File: config.mk
export PLATFORM = sky130hd
export DESIGN_NAME = dcs_dma_ctrl
export DESIGN_NICKNAME = d
export VERILOG_FILES = /design/src/hw/dcs_pkg.sv /design/src/hw/dcs_dma_ctrl.sv /design/src/hw/dcs_fifo.sv
export SDC_FILE = /design/constraint.sdc
export NUM_CORES = 1
export LEC_CHECK = 0
export BUFFER_PORTS_ARGS = -buffer_cell sky130_fd_sc_hd__buf_2
export CAP_MARGIN = 0
export CORE_ASPECT_RATIO = 0.7
export CORE_MARGIN = 5
export CORE_UTILIZATION = 45
export CTS_CLUSTER_SIZE = 10
export DETAILED_ROUTE_END_ITERATION = 10
export PLACE_DENSITY = 0.65
export SLEW_MARGIN = 20
export SYNTH_ARGS = -nofsm -noshare
export SYNTH_HDL_FRONTEND = slang
export SYNTH_HIERARCHICAL = 1
export SYNTH_SLANG_ARGS = --single-unit
File: constraint.sdc
create_clock -name i_core_clk -period 3.2 [get_ports i_core_clk]
set_clock_uncertainty 0.05 [all_clocks]
set_input_delay 0.16 -clock i_core_clk [delete_from_list [all_inputs] [get_ports i_core_clk]]
set_output_delay 0.16 -clock i_core_clk [all_outputs]
set_load 0.1 [all_outputs]
File: src/hw/dcs_pkg.sv
// Shared constants and types for the DMA control, status and mode block.
package dcs_pkg;

  // Register I/O addresses.
  localparam logic [7:0] DCS_ADDR_STATUS = 8'h30;
  localparam logic [7:0] DCS_ADDR_MODE = 8'h31;
  localparam logic [7:0] DCS_ADDR_WAIT = 8'h32;

  // Status register bit positions; channel 1 bits sit one above channel 0.
  localparam int DCS_ST_CH0_EN = 6;
  localparam int DCS_ST_WE0 = 4;
  localparam int DCS_ST_CH0_IRQ_EN = 2;
  localparam int DCS_ST_MAIN_EN = 0;
  localparam logic [7:0] DCS_ST_WE_ONES = 8'h30;

  // Channel 0 mode register fields.
  localparam int DCS_MD_DST_LO = 4;
  localparam int DCS_MD_SRC_LO = 2;
  localparam int DCS_MD_TIMING = 1;
  localparam logic [7:0] DCS_MODE_MASK = 8'h3e;
  localparam logic [7:0] DCS_MODE_RST = 8'h00;

  // Wait and sense control register fields.
  localparam int DCS_WC_MWI_LO = 6;
  localparam int DCS_WC_IWI_LO = 4;
  localparam int DCS_WC_SENSE_CH0 = 3;
  localparam int DCS_WC_SENSE_CH1 = 2;
  localparam int DCS_WC_DIR = 1;
  localparam int DCS_WC_DEC = 0;
  localparam logic [7:0] DCS_WAIT_RST = 8'hf0;

  // Address mode encoding shared by source and destination fields.
  localparam logic [1:0] DCS_AM_INC = 2'h0;
  localparam logic [1:0] DCS_AM_DEC = 2'h1;
  localparam logic [1:0] DCS_AM_FIX = 2'h2;
  localparam logic [1:0] DCS_AM_IO = 2'h3;

  // Request source selection taken from the address register upper bits.
  localparam logic [1:0] DCS_RQ_PIN = 2'h0;
  localparam logic [1:0] DCS_RQ_SER0 = 2'h1;
  localparam logic [1:0] DCS_RQ_SER1 = 2'h2;

  // Transfer sequencer states.
  typedef enum logic [3:0] {
    ST_IDLE = 4'h1,
    ST_READ = 4'h2,
    ST_WRITE = 4'h4,
    ST_GAP = 4'h8
  } dcs_state_t;

  // System bus master signals.
  typedef struct packed {
    logic req;
    logic rd;
    logic wr;
    logic io;
    logic chan;
    logic src_inc;
    logic src_dec;
    logic dst_inc;
    logic dst_dec;
    logic [7:0] wdata;
  } dcs_bus_t;

endpackage

File: src/hw/dcs_dma_ctrl.sv
// Two-channel DMA control, status and mode logic with its transfer sequencer.
//
// Behaviour
// - Channel runs only with own and main enable.
// - Count reaching zero clears channel enable.
// - Disabled channel with interrupt enable requests interrupt.
// - Enable bit written only with mask zero.
// - Writing zero pauses; writing one also sets main.
// - Write-mask bits always read as one.
// - Non-maskable interrupt clears main enable.
// - Rewriting enable one restarts after non-maskable interrupt.
// - Main enable ignores direct software writes.
// - Reset clears enables and interrupt enables.
// - Channel 0 destination mode: inc, dec, fixed, I/O.
// - Channel 0 source mode uses same encoding.
// - I/O to I/O is never run.
// - Memory mode selects burst or cycle steal.
// - I/O transfers paced by request; memory mode ignored.
// - Memory wait field stretches memory cycles.
// - I/O wait field stretches I/O cycles.
// - Sense bits pick level or edge requests.
// - Each byte: source read, then destination write.
// - Channel 1 mode field sets direction, step.
// - Channel 1 memory steps up or down; I/O fixed.
// - Byte count drops by one per byte.
// - Address upper bits select the pacing request.
`timescale 1ns/1ps
module dcs_dma_ctrl #(
  parameter int CW = 16,
  parameter int FIFO_DEPTH = 4
) (
  // Clock and reset
  input wire logic i_core_clk,
  input wire logic i_rst_n,
  // CPU I/O register access
  input wire logic [7:0] i_io_addr,
  input wire logic i_io_wr,
  input wire logic i_io_rd,
  input wire logic [7:0] i_io_wdata,
  output logic [7:0] o_io_rdata,
  // Interrupts
  input wire logic i_nmi_n,
  output logic o_irq,
  // Request sources and their selection
  input wire logic i_ext_req_n,
  input wire logic i_ser0_tx_req,
  input wire logic i_ser1_tx_req,
  input wire logic [1:0] i_ch0_req_sel,
  input wire logic [1:0] i_ch1_req_sel,
  // Byte count loading
  input wire logic [1:0] i_cnt_load,
  input wire logic [CW-1:0] i_cnt_value,
  // System bus
  output dcs_pkg::dcs_bus_t o_bus,
  input wire logic [7:0] i_bus_rdata,
  // Status and wait settings
  output logic [1:0] o_chan_live,
  output logic [1:0] o_mem_waits,
  output logic [1:0] o_io_waits
);
  typedef struct packed {
    dcs_pkg::dcs_state_t st;
    logic [1:0] wcnt;
    logic chan;
    logic primed;
    logic [1:0] de;
    logic [1:0] die;
    logic main_en;
    logic [7:0] mode;
    logic [7:0] wctl;
    logic [1:0][CW-1:0] cnt;
    logic [1:0] pend;
    logic [1:0] req_prev;
    logic [1:0] sync_req;
    logic [1:0] sync_nmi;
    logic nmi_prev;
    logic [7:0] rdata;
    logic irq;
    logic [1:0] live;
    dcs_pkg::dcs_bus_t bus;
  } dcs_st_t;

  // The non-maskable pin idles high, so its synchroniser resets high.
  localparam dcs_st_t ST_RST = '{
    st: dcs_pkg::ST_IDLE,
    wctl: dcs_pkg::DCS_WAIT_RST,
    mode: dcs_pkg::DCS_MODE_RST,
    sync_nmi: 2'h3,
    nmi_prev: 1'h1,
    default: '0
  };

  dcs_st_t r;
  dcs_st_t n;
  logic [1:0] raw_req;
  logic [1:0] req_ok;
  logic [1:0] sense_edge;
  logic [1:0] run;
  logic [1:0][1:0] src_mode;
  logic [1:0][1:0] dst_mode;
  logic ch0_paced;
  logic ch0_both_io;
  logic nmi_fall;
  logic [7:0] status_rd;
  logic fifo_in_rdy;
  logic fifo_out_v;
  logic [7:0] fifo_out_d;
  logic push_v;
  logic pop;

  // Wait states for one access, chosen by whether it is memory or I/O.
  function automatic logic [1:0] waits_of(input logic [1:0] am, input logic [7:0] wctl);
    waits_of = (am == dcs_pkg::DCS_AM_IO) ? wctl[dcs_pkg::DCS_WC_IWI_LO +: 2]
                                          : wctl[dcs_pkg::DCS_WC_MWI_LO +: 2];
  endfunction

  function automatic logic pick_req(input logic [1:0] sel, input logic pin,
                                    input logic s0, input logic s1);
    pick_req = (sel == dcs_pkg::DCS_RQ_PIN) ? pin :
               (sel == dcs_pkg::DCS_RQ_SER0) ? s0 :
               (sel == dcs_pkg::DCS_RQ_SER1) ? s1 : 1'b0;
  endfunction

  // Per-channel request sensing and address modes.
  for (genvar c = 0; c < 2; c++) begin : g_chan
    if (c == 0) begin : g_c0
      assign raw_req[c] = pick_req(i_ch0_req_sel, r.sync_req[1], i_ser0_tx_req, i_ser1_tx_req);
      assign sense_edge[c] = r.wctl[dcs_pkg::DCS_WC_SENSE_CH0];
      assign dst_mode[c] = r.mode[dcs_pkg::DCS_MD_DST_LO +: 2];
      assign src_mode[c] = r.mode[dcs_pkg::DCS_MD_SRC_LO +: 2];
    end else begin : g_c1
      logic [1:0] mem_am;
      assign raw_req[c] = pick_req(i_ch1_req_sel, r.sync_req[1], i_ser0_tx_req, i_ser1_tx_req);
      assign sense_edge[c] = r.wctl[dcs_pkg::DCS_WC_SENSE_CH1];
      assign mem_am = r.wctl[dcs_pkg::DCS_WC_DEC] ? dcs_pkg::DCS_AM_DEC : dcs_pkg::DCS_AM_INC;
      assign src_mode[c] = r.wctl[dcs_pkg::DCS_WC_DIR] ? dcs_pkg::DCS_AM_IO : mem_am;
      assign dst_mode[c] = r.wctl[dcs_pkg::DCS_WC_DIR] ? mem_am : dcs_pkg::DCS_AM_IO;
    end
    assign req_ok[c] = sense_edge[c] ? r.pend[c] : raw_req[c];
    // Status readback, write-mask bits forced high.
    assign status_rd[dcs_pkg::DCS_ST_CH0_EN + c] = r.de[c];
    assign status_rd[dcs_pkg::DCS_ST_WE0 + c] = 1'b1;
    assign status_rd[dcs_pkg::DCS_ST_CH0_IRQ_EN + c] = r.die[c];
  end
  assign status_rd[dcs_pkg::DCS_ST_MAIN_EN] = r.main_en;
  assign status_rd[dcs_pkg::DCS_ST_MAIN_EN + 1] = 1'b0;

  // Channel qualification; channel 0 memory-to-memory needs no request.
  assign ch0_both_io = (src_mode[0] == dcs_pkg::DCS_AM_IO) && (dst_mode[0] == dcs_pkg::DCS_AM_IO);
  assign ch0_paced = (src_mode[0] == dcs_pkg::DCS_AM_IO) || (dst_mode[0] == dcs_pkg::DCS_AM_IO);
  assign run[0] = r.de[0] & r.main_en & ~ch0_both_io & (~ch0_paced | req_ok[0]);
  assign run[1] = r.de[1] & r.main_en & req_ok[1];

  // Only the second synchroniser stage and its delayed copy see the edge.
  assign nmi_fall = r.nmi_prev & ~r.sync_nmi[1];

  // FIFO handshakes between the read and write halves.
  assign push_v = (r.st == dcs_pkg::ST_READ) && (r.wcnt == '0);
  assign pop = (r.st == dcs_pkg::ST_WRITE) && (r.wcnt == '0) && r.primed && fifo_out_v;

  dcs_fifo #(.W(8), .D(FIFO_DEPTH)) u_fifo (
    .i_core_clk(i_core_clk),
    .i_rst_n(i_rst_n),
    .i_in_valid(push_v),
    .o_in_ready(fifo_in_rdy),
    .i_in_data(i_bus_rdata),
    .o_out_valid(fifo_out_v),
    .i_out_ready(pop),
    .o_out_data(fifo_out_d)
  );

  // Next-state logic; later blocks override earlier ones on purpose.
  always_comb begin
    n = r;
    n.sync_req = {r.sync_req[0], ~i_ext_req_n};
    n.sync_nmi = {r.sync_nmi[0], i_nmi_n};
    n.nmi_prev = r.sync_nmi[1];
    n.bus.src_inc = 1'b0;
    n.bus.src_dec = 1'b0;
    n.bus.dst_inc = 1'b0;
    n.bus.dst_dec = 1'b0;
    unique case (r.st)
      dcs_pkg::ST_IDLE: begin
        if (run[0] || run[1]) begin
          n.st = dcs_pkg::ST_READ;
          n.chan = ~run[0];
          n.wcnt = waits_of(src_mode[~run[0]], r.wctl);
          n.pend[~run[0]] = 1'b0;
        end
      end
      dcs_pkg::ST_READ: begin
        if (r.wcnt != '0) begin
          n.wcnt = r.wcnt - 1'b1;
        end else if (fifo_in_rdy) begin
          n.st = dcs_pkg::ST_WRITE;
          n.primed = 1'b0;
          n.wcnt = waits_of(dst_mode[r.chan], r.wctl);
          n.bus.src_inc = (src_mode[r.chan] == dcs_pkg::DCS_AM_INC);
          n.bus.src_dec = (src_mode[r.chan] == dcs_pkg::DCS_AM_DEC);
        end
      end
      dcs_pkg::ST_WRITE: begin
        n.primed = 1'b1;
        n.bus.wdata = fifo_out_d;
        if (r.wcnt != '0) begin
          n.wcnt = r.wcnt - 1'b1;
        end else if (pop) begin
          n.bus.dst_inc = (dst_mode[r.chan] == dcs_pkg::DCS_AM_INC);
          n.bus.dst_dec = (dst_mode[r.chan] == dcs_pkg::DCS_AM_DEC);
          n.cnt[r.chan] = r.cnt[r.chan] - 1'b1;
          n.st = dcs_pkg::ST_IDLE;
          if (r.cnt[r.chan] == CW'(1)) begin
            n.de[r.chan] = 1'b0;
          end else if (!r.chan && !ch0_paced && run[0]) begin
            if (r.mode[dcs_pkg::DCS_MD_TIMING]) begin
              n.st = dcs_pkg::ST_READ;
              n.wcnt = waits_of(src_mode[0], r.wctl);
            end else begin
              n.st = dcs_pkg::ST_GAP;
            end
          end
        end
      end
      dcs_pkg::ST_GAP: begin
        n.st = dcs_pkg::ST_IDLE;
      end
      default: begin
        n.st = dcs_pkg::ST_IDLE;
      end
    endcase
    n.bus.rd = (n.st == dcs_pkg::ST_READ);
    n.bus.wr = (n.st == dcs_pkg::ST_WRITE);
    n.bus.req = n.bus.rd | n.bus.wr;
    n.bus.chan = n.chan;
    n.bus.io = n.bus.rd ? (src_mode[n.chan] == dcs_pkg::DCS_AM_IO) :
               n.bus.wr ? (dst_mode[n.chan] == dcs_pkg::DCS_AM_IO) : 1'b0;
    // Edge latches: a new edge wins over the clear taken at start.
    for (int c = 0; c < 2; c++) begin
      n.req_prev[c] = raw_req[c];
      if (raw_req[c] && !r.req_prev[c]) begin
        n.pend[c] = 1'b1;
      end
      if (i_cnt_load[c]) begin
        n.cnt[c] = i_cnt_value;
      end
    end
    // Software writes; a write overrides a same-cycle termination clear.
    if (i_io_wr) begin
      unique case (i_io_addr)
        dcs_pkg::DCS_ADDR_STATUS: begin
          for (int c = 0; c < 2; c++) begin
            if (!i_io_wdata[dcs_pkg::DCS_ST_WE0 + c]) begin
              n.de[c] = i_io_wdata[dcs_pkg::DCS_ST_CH0_EN + c];
              if (i_io_wdata[dcs_pkg::DCS_ST_CH0_EN + c]) begin
                n.main_en = 1'b1;
              end
            end
            n.die[c] = i_io_wdata[dcs_pkg::DCS_ST_CH0_IRQ_EN + c];
          end
        end
        dcs_pkg::DCS_ADDR_MODE: n.mode = i_io_wdata & dcs_pkg::DCS_MODE_MASK;
        dcs_pkg::DCS_ADDR_WAIT: n.wctl = i_io_wdata;
        default: n.mode = r.mode;
      endcase
    end
    if (nmi_fall) begin
      n.main_en = 1'b0;
    end
    if (i_io_rd) begin
      n.rdata = (i_io_addr == dcs_pkg::DCS_ADDR_STATUS) ? status_rd :
                (i_io_addr == dcs_pkg::DCS_ADDR_MODE) ? r.mode :
                (i_io_addr == dcs_pkg::DCS_ADDR_WAIT) ? r.wctl : 8'h00;
    end
    n.irq = |(~r.de & r.die);
    n.live = r.de & {2{r.main_en}};
  end

  always_ff @(posedge i_core_clk or negedge i_rst_n) begin
    if (!i_rst_n) begin
      r <= ST_RST;
    end else begin
      r <= n;
    end
  end

  // Outputs straight from the state register.
  assign o_io_rdata = r.rdata;
  assign o_irq = r.irq;
  assign o_bus = r.bus;
  assign o_chan_live = r.live;
  assign o_mem_waits = r.wctl[dcs_pkg::DCS_WC_MWI_LO +: 2];
  assign o_io_waits = r.wctl[dcs_pkg::DCS_WC_IWI_LO +: 2];

  // Checks on the sequencer and the register side effects.
  logic wr_st;
  assign wr_st = i_io_wr && (i_io_addr == dcs_pkg::DCS_ADDR_STATUS);
endmodule

File: src/hw/dcs_fifo.sv
// Small flip-flop FIFO between the read and write halves of a transfer.
`timescale 1ns/1ps
module dcs_fifo #(
  parameter int W = 8,
  parameter int D = 4
) (
  // Clock and reset
  input wire logic i_core_clk,
  input wire logic i_rst_n,
  // Fill side
  input wire logic i_in_valid,
  output logic o_in_ready,
  input wire logic [W-1:0] i_in_data,
  // Drain side
  output logic o_out_valid,
  input wire logic i_out_ready,
  output logic [W-1:0] o_out_data
);
  localparam int AW = (D > 1) ? $clog2(D) : 1;
  localparam int CNW = $clog2(D + 1);

  typedef struct packed {
    logic [D-1:0][W-1:0] mem;
    logic [AW-1:0] wp;
    logic [AW-1:0] rp;
    logic [CNW-1:0] cnt;
  } dcs_fifo_st_t;

  dcs_fifo_st_t r;
  dcs_fifo_st_t n;
  logic push;
  logic pop;

  // Handshakes; full and empty come straight from the occupancy count.
  assign o_in_ready = (r.cnt != CNW'(D));
  assign o_out_valid = (r.cnt != '0);
  assign o_out_data = r.mem[r.rp];
  assign push = i_in_valid & o_in_ready;
  assign pop = o_out_valid & i_out_ready;

  // Pointers wrap explicitly so a depth that is not a power of two works.
  always_comb begin
    n = r;
    if (push) begin
      n.mem[r.wp] = i_in_data;
      n.wp = (r.wp == AW'(D - 1)) ? '0 : r.wp + 1'b1;
    end
    if (pop) begin
      n.rp = (r.rp == AW'(D - 1)) ? '0 : r.rp + 1'b1;
    end
    n.cnt = r.cnt + CNW'(push) - CNW'(pop);
  end

  // State register.
  always_ff @(posedge i_core_clk or negedge i_rst_n) begin
    if (!i_rst_n) begin
      r <= '0;
    end else begin
      r <= n;
    end
  end
endmodule

==> flow_summary.yaml, run 1 <==
logic_synthesis:
  synth_top_area_share_pct: 44.0
  synth_flop_cell: "dfrtp_1"
  seq_area_frac_synth_pct: 47.0
  syn_inst: 661
  synth_area_leader_cell: "dfrtp_1"
  synthDistinctLibCells: 72
  syn_nets: 725
  syn_avg_cell_area_um2: 10.7
  synth.area.top_cells: "dfrtp_1 44%, mux2_4 7.0%, nand2_1 4.8%, buf_4 3.3%, mux2_2 3.0%"
  synth_edf_count: 0
  synth_most_common_cell: "dfrtp_1"
  async_flop_share_pct: 100
  syn_area_um2: 7100
  ys_top_cells_by_count: "125 x dfrtp_1, 90 x nand2_1, 37 x nor2_1"
  yosysWarnings: 6
  ys_ff_latch: 133
floorplanning:
  start_util_pct: 45.8
  rows: 38
  die_area_um2: 18400
  dieWidth_um: 160
  io_pins: 86
  core_um2: 15500
  die_h_um: 115
finish:
  drive_gt1_share_pct: 28.8
  area_delta_synth_final_pct: 19.3
  fillerInstances: 1362
  insertedDiodeCount: 0
  fin_nets: 825
pwr:
  clkPwrFrac_pct: 46.3
  seqPwrFrac_pct: 45.0
  swShare_pct: 25.4
  leakagePower_nw: 3.89
  p_per_area_nw_per_um2: 472
  p_sw_w: 0.00101
  pwr-share-comb_pct: 8.7
  intPower_w: 0.00299
  worst_ir_drop_vdd_uv: 287
route:
  route.detailed.drc: 0
  first_pass_iters: 5
  vias: 5195
  wl_um: 16500
  avgViaCountPerCell: 5.33
  wl_per_cell_um: 17.0
  drtIter0Drc: 362
  ant_nets: 0
grt:
  grt_pass1_vias: 5432
  overflow: 0
  antenna_found_initial: 1
  grt_first_pass_wirelength_um: 27800
  grt_max_degree: 73
  grt_use_total_pct: 19.0
sta:
  worst_slack_ps: 250
  setup_violations: 0
  finalHoldViolCount: 0
  max_freq_mhz: 339
  drv_slew: 0
  worst_pin_slew_ps: 833
  period_needed_ps: 2950
  fin_tns_setup_ps: 0
  fin_crit_sh_pct: 92.2
  slew_headroom_pct: 43.7
  rsz0062_at_grt: "false"
critical_path:
  cp_max_fo: 8
  crit_type: "reg2reg"
  cp-end-kind: "flip-flop"
  required_ps: 3460
  start_kind: "flip-flop"
  crit_arrival_ps: 3210
clock_tree:
  tritoncts: "built"
  cts.sink_count: 133
  cts_buffers: 17
  clk_latency_ps: 430
  clkTransAtPathRegs_ps: 60
  clockBufferDepth: 2
  post_cts_buffers: 0
  h-tree-depth: 4
  cts_root_buf: "clkbuf_16"
place:
  dp_hpwl_um: 11700
  gp_congestion: 0.852
  io_buffers: 85
  pre_cts_ws_ps: 190
outcome:
  status: "completed"
job:
  maxCapViolCount: 0
min_path:
  hold_path.class: "in2reg"
==> per-stage QoR <==
stage / total power [W] / std cells / hold WS, ps / utilization, % / area, µm²
floorplan: 0.00201 / 661 / -186 / - / 7100
global placement: 0.00213 / 902 / 7.74 / 48.4 / 7500
detailed placement: 0.00214 / 902 / 13.3 / 48.4 / 7500
CTS: 0.00404 / 974 / 8.13 / 54.6 / 8470
global route: 0.00415 / 974 / 30.0 / 54.7 / 8470
finish: 0.00400 / 974 / 32.1 / 54.7 / 8470
==> logic make-up (layout without fill, tap and decap cells) <==
logic type | after synthesis | count (layout) | synth area share (%)
simple gates | 211 | 211 | 15.7
buf+inv | 87 | 200 | 7.12
mux | 75 | 75 | 14.6
compound gates | 115 | 115 | 10.0
xor+xnor | 30 | 30 | 3.70
flops | 133 | 133 | 47.0
fa+ha+maj | 10 | 10 | 1.87
==> power groups by stage <==
stage	Combinational (W)	Sequential [W]	Clock, W
after floorplan	0.000195	0.00182	0
after global placement	0.000301	0.00183	0
after detailed placement	0.000313	0.00183	0
after CTS	0.000353	0.00180	0.00189
after global routing	0.000388	0.00181	0.00196
final	0.000350	0.00180	0.00185
==> state kept, by name, indices dropped and copies added (netlist names) <==
name,cells
r,57
u_fifo/r,39
o_bus,17
o_io_rdata,8
n,3
dst_mode,2
o_chan_live,2
o_io_waits,2
o_mem_waits,2
o_irq,1
==> worst paths after layout <==
| path | startpoint | to | slack (ps) | depth (start not counted) |
|---|---|---|---|---|
| setup / recovery | r[97]$_DFF_PN0_ | r[89]$_DFF_PN0_ | 250 | 8 |
| hold / removal | i_ch1_req_sel[1] | r[34]$_DFF_PN0_ | 30 | 2 |
| setup reg to reg | r[97]$_DFF_PN0_ | r[89]$_DFF_PN0_ | 250 | 8 |
| hold reg to reg | n[30]$_DFF_PN1_ | n[28]$_DFF_PN1_ | 300 | 0 |
| max in group asynchronous | i_rst_n | o_bus[12]$_DFF_PN0_ | 2150 | 3 |
| min in group asynchronous | i_rst_n | r[39]$_DFFE_PN0P_ | 110 | 2 |
==> critical path, cell delays in order, from the launching register on <==
cell and delay (ps):
dfrtp_1 440, or4b_1 520, or3_4 430, buf_4 210
nor2_4 260, nand2_1 110, o211ai_1 140, o31ai_1 100
dlygate4sd3_1 560
==> cell usage in the layout (no fill, tap or decap), drive strengths merged, types with 16 or more instances in the layout <==
cell type | synthesis | routed
xnor2 | 20 | 20
a21oi | 16 | 16
clkbuf | 13 | 20
buf | 42 | 96
mux2 | 52 | 52
o21ai | 52 | 52
nand2 | 92 | 92
dlygate4sd3 | 0 | 40
nor2 | 40 | 40
inv | 31 | 32
dfrtp | 125 | 125
==> per-layer routing <==
metal	vias to the layer above	GRT usage, %	share of wire [%]	wire (µm)
met2	136	29.8	46	7530
met5	-	0	0.048	8
met4	2	6.30	0.95	157
li1	2476	-	-	-
met3	23	4.84	5.4	888
met1	2558	26.1	48	7930
==> final cells by class <==
cell class / count / area [µm²] / share of cell area [%]
Clock buffer: 20 / 457 / 5.39
Clock inverter: 12 / 106 / 1.26
Inverter: 32 / 133 / 1.57
Multi-Input combinational cell: 441 / 3260 / 38.5
Sequential cell: 133 / 3340 / 39.4
Tap cell: 200 / 250 / 2.95
Timing Repair Buffer: 136 / 923 / 10.9
==> what timing repair did <==
action                                  CTS  global route
endpoints found under the setup margin    0             2
hold endpoints to repair                166             0
gates resized for setup                   0             2
hold buffers                             40             0
No activity file was read; power rests on OpenSTA's default activity.
==> run 2, diff against run 1 <==
CORE_MARGIN = unset   (was 5)
CORE_UTILIZATION = 35   (was 45)
PLACE_DENSITY = 0.54   (was 0.65)
SETUP_SLACK_MARGIN = 0.05   (was unset)
==> flow_summary.yaml, run 2 (synthesized netlist as in run 1, its figures left out) <==
route:
  maxUsedRoutingLayer: "met4"
  met1Wirelength_um: 8970
  ant_nets: 0
  wl_met2_um: 7360
  drtIter0Drc: 334
  dr_wl_met3_um: 837
  wl_um: 17300
  route.detailed.drc: 0
  wl_per_cell_um: 16.6
  avgViaCountPerCell: 4.97
  first_pass_iters: 5
  vias: 5201
outcome:
  status: "completed"
sta:
  finalHoldViolCount: 0
  setup_violations: 0
  worst_pin_slew_ps: 788
  period_needed_ps: 3040
  fin_crit_sh_pct: 95.1
  fin_tns_setup_ps: 0
  max_freq_mhz: 328
  rsz0062_at_grt: "true"
  slew_headroom_pct: 47.5
  drv_slew: 0
grt:
  grt_max_degree: 76
  grt_first_pass_wirelength_um: 28500
  grt_use_total_pct: 18.2
  grt_pass1_vias: 5296
  antenna_found_initial: 1
  overflow: 0
floorplanning:
  die_area_um2: 20900
  start_util_pct: 35.8
  rows: 43
  die_h_um: 121
  core_um2: 19900
  io_pins: 86
  dieWidth_um: 172
clock_tree:
  clkTransAtPathRegs_ps: 60
  post_cts_buffers: 0
  clk_latency_ps: 420
  cts_root_buf: "clkbuf_16"
  tritoncts: "built"
  clockBufferDepth: 2
  h-tree-depth: 4
  cts.sink_count: 133
  cts_buffers: 17
pwr:
  power_w: 0.00419
  p_per_area_nw_per_um2: 486
  pwr-share-comb_pct: 8.4
  swShare_pct: 25.1
  leakagePower_nw: 3.95
  intPower_w: 0.00314
  clkPwrFrac_pct: 48.7
  seqPwrFrac_pct: 43.0
  worst_ir_drop_vdd_uv: 268
  p_sw_w: 0.00105
finish:
  largest_register_ffs: 57
  fillerInstances: 1867
  regMostFlops: "r"
  insertedDiodeCount: 0
  drive_gt1_share_pct: 29.0
  area_delta_synth_final_pct: 21.4
  fin_cells: 1046
  utilization_pct: 43.4
  final_area_um2: 8620
  final_common_cell: "dfrtp_1"
  layout_common_cells: "124 x dfrtp_1, 90 x nand2_1, 84 x buf_2"
  fin_nets: 827
critical_path:
  cp-end-kind: "flip-flop"
  cp_max_fo: 9
  crit_arrival_ps: 3340
  crit_type: "reg2reg"
  required_ps: 3490
  start_kind: "flip-flop"
place:
  gp_congestion: 0.841
  dp_cells: 974
  place_area_um2: 7610
  dp_hpwl_um: 12500
  io_buffers: 85
min_path:
  hold_path.class: "in2reg"
job:
  maxCapViolCount: 0
[run 2: cell types whose count changed in the layout (fill, tap and decap cells not counted)]
| cell | change |
|---|---|
| clkinv_4 | +2 |
| clkinvlp_4 | -7 |
| inv_8 | +1 |
| inv_6 | +3 |
| bufinv_16 | +2 |
| clkbuf_8 | -1 |
| buf_4 | +2 |
[run 2: path summary, 6_finish.rpt]
check	from	end	slack, ps	depth (start not counted)
max in group asynchronous	i_rst_n	r[94]$_DFF_PN1_	1880	3
max	r[95]$_DFF_PN0_	u_fifo/r[2]$_DFF_PN0_	160	12
max reg2reg	r[95]$_DFF_PN0_	u_fifo/r[2]$_DFF_PN0_	160	12
min in group asynchronous	i_rst_n	o_bus[2]$_DFFE_PN0P_	300	2
min	i_ch1_req_sel[1]	r[34]$_DFF_PN0_	30	2
min reg2reg	n[32]$_DFF_PN0_	r[32]$_DFF_PN0_	300	0
[run 2: cell type report]
type	instances	area [µm²]	share of cell area, %
repair buffers	138	938	10.9
clock buffers	19	443	5.14
well taps	270	338	3.92
inverters	32	133	1.54
flip-flops and latches	133	3340	38.7
multi-input cells	441	3260	37.8
clock inverters	13	169	1.96
[run 2: per-layer routing]
metal	up-vias	track usage (%)
met5	-	0
met2	133	26.3
met4	0	4.81
li1	2482	-
met1	2573	26.9
met3	13	4.21
[run 2: repair_timing]
item | CTS | global route
resized for setup | 0 | 2
hold buffers | 40 | 0
endpoints found under the setup margin | 0 | 3
hold endpoints to repair | 136 | 0
[run 2: per-stage QoR]
stage	hold WS, ps	setup WS [ps]
2_1_floorplan	-186	261
3_3_place_gp	213	193
3_5_place_dp	223	93.8
4_1_cts	2.05	95.0
5_1_grt	56.1	-6.59
6_report	30.4	156
[run 2: power by group through the flow]
stage / sequential, W / combinational (W) / clock (W)
6_report: 0.00180 / 0.000351 / 0.00204
4_1_cts: 0.00180 / 0.000355 / 0.00210
5_1_grt: 0.00181 / 0.000390 / 0.00218
3_3_place_gp: 0.00183 / 0.000305 / 0
3_5_place_dp: 0.00183 / 0.000316 / 0
2_1_floorplan: 0.00182 / 0.000195 / 0
[run 2: worst max-delay path, stage by stage, from the launching register on]
cell and delay, ps:
dfrtp_1 420, or4b_1 600, or3_4 440, clkinv_8 90, nand2_1 90, inv_1 70, ha_1 220, inv_1 60
ha_1 140, inv_1 60, fa_1 400, xnor2_1 190, xnor2_1 140
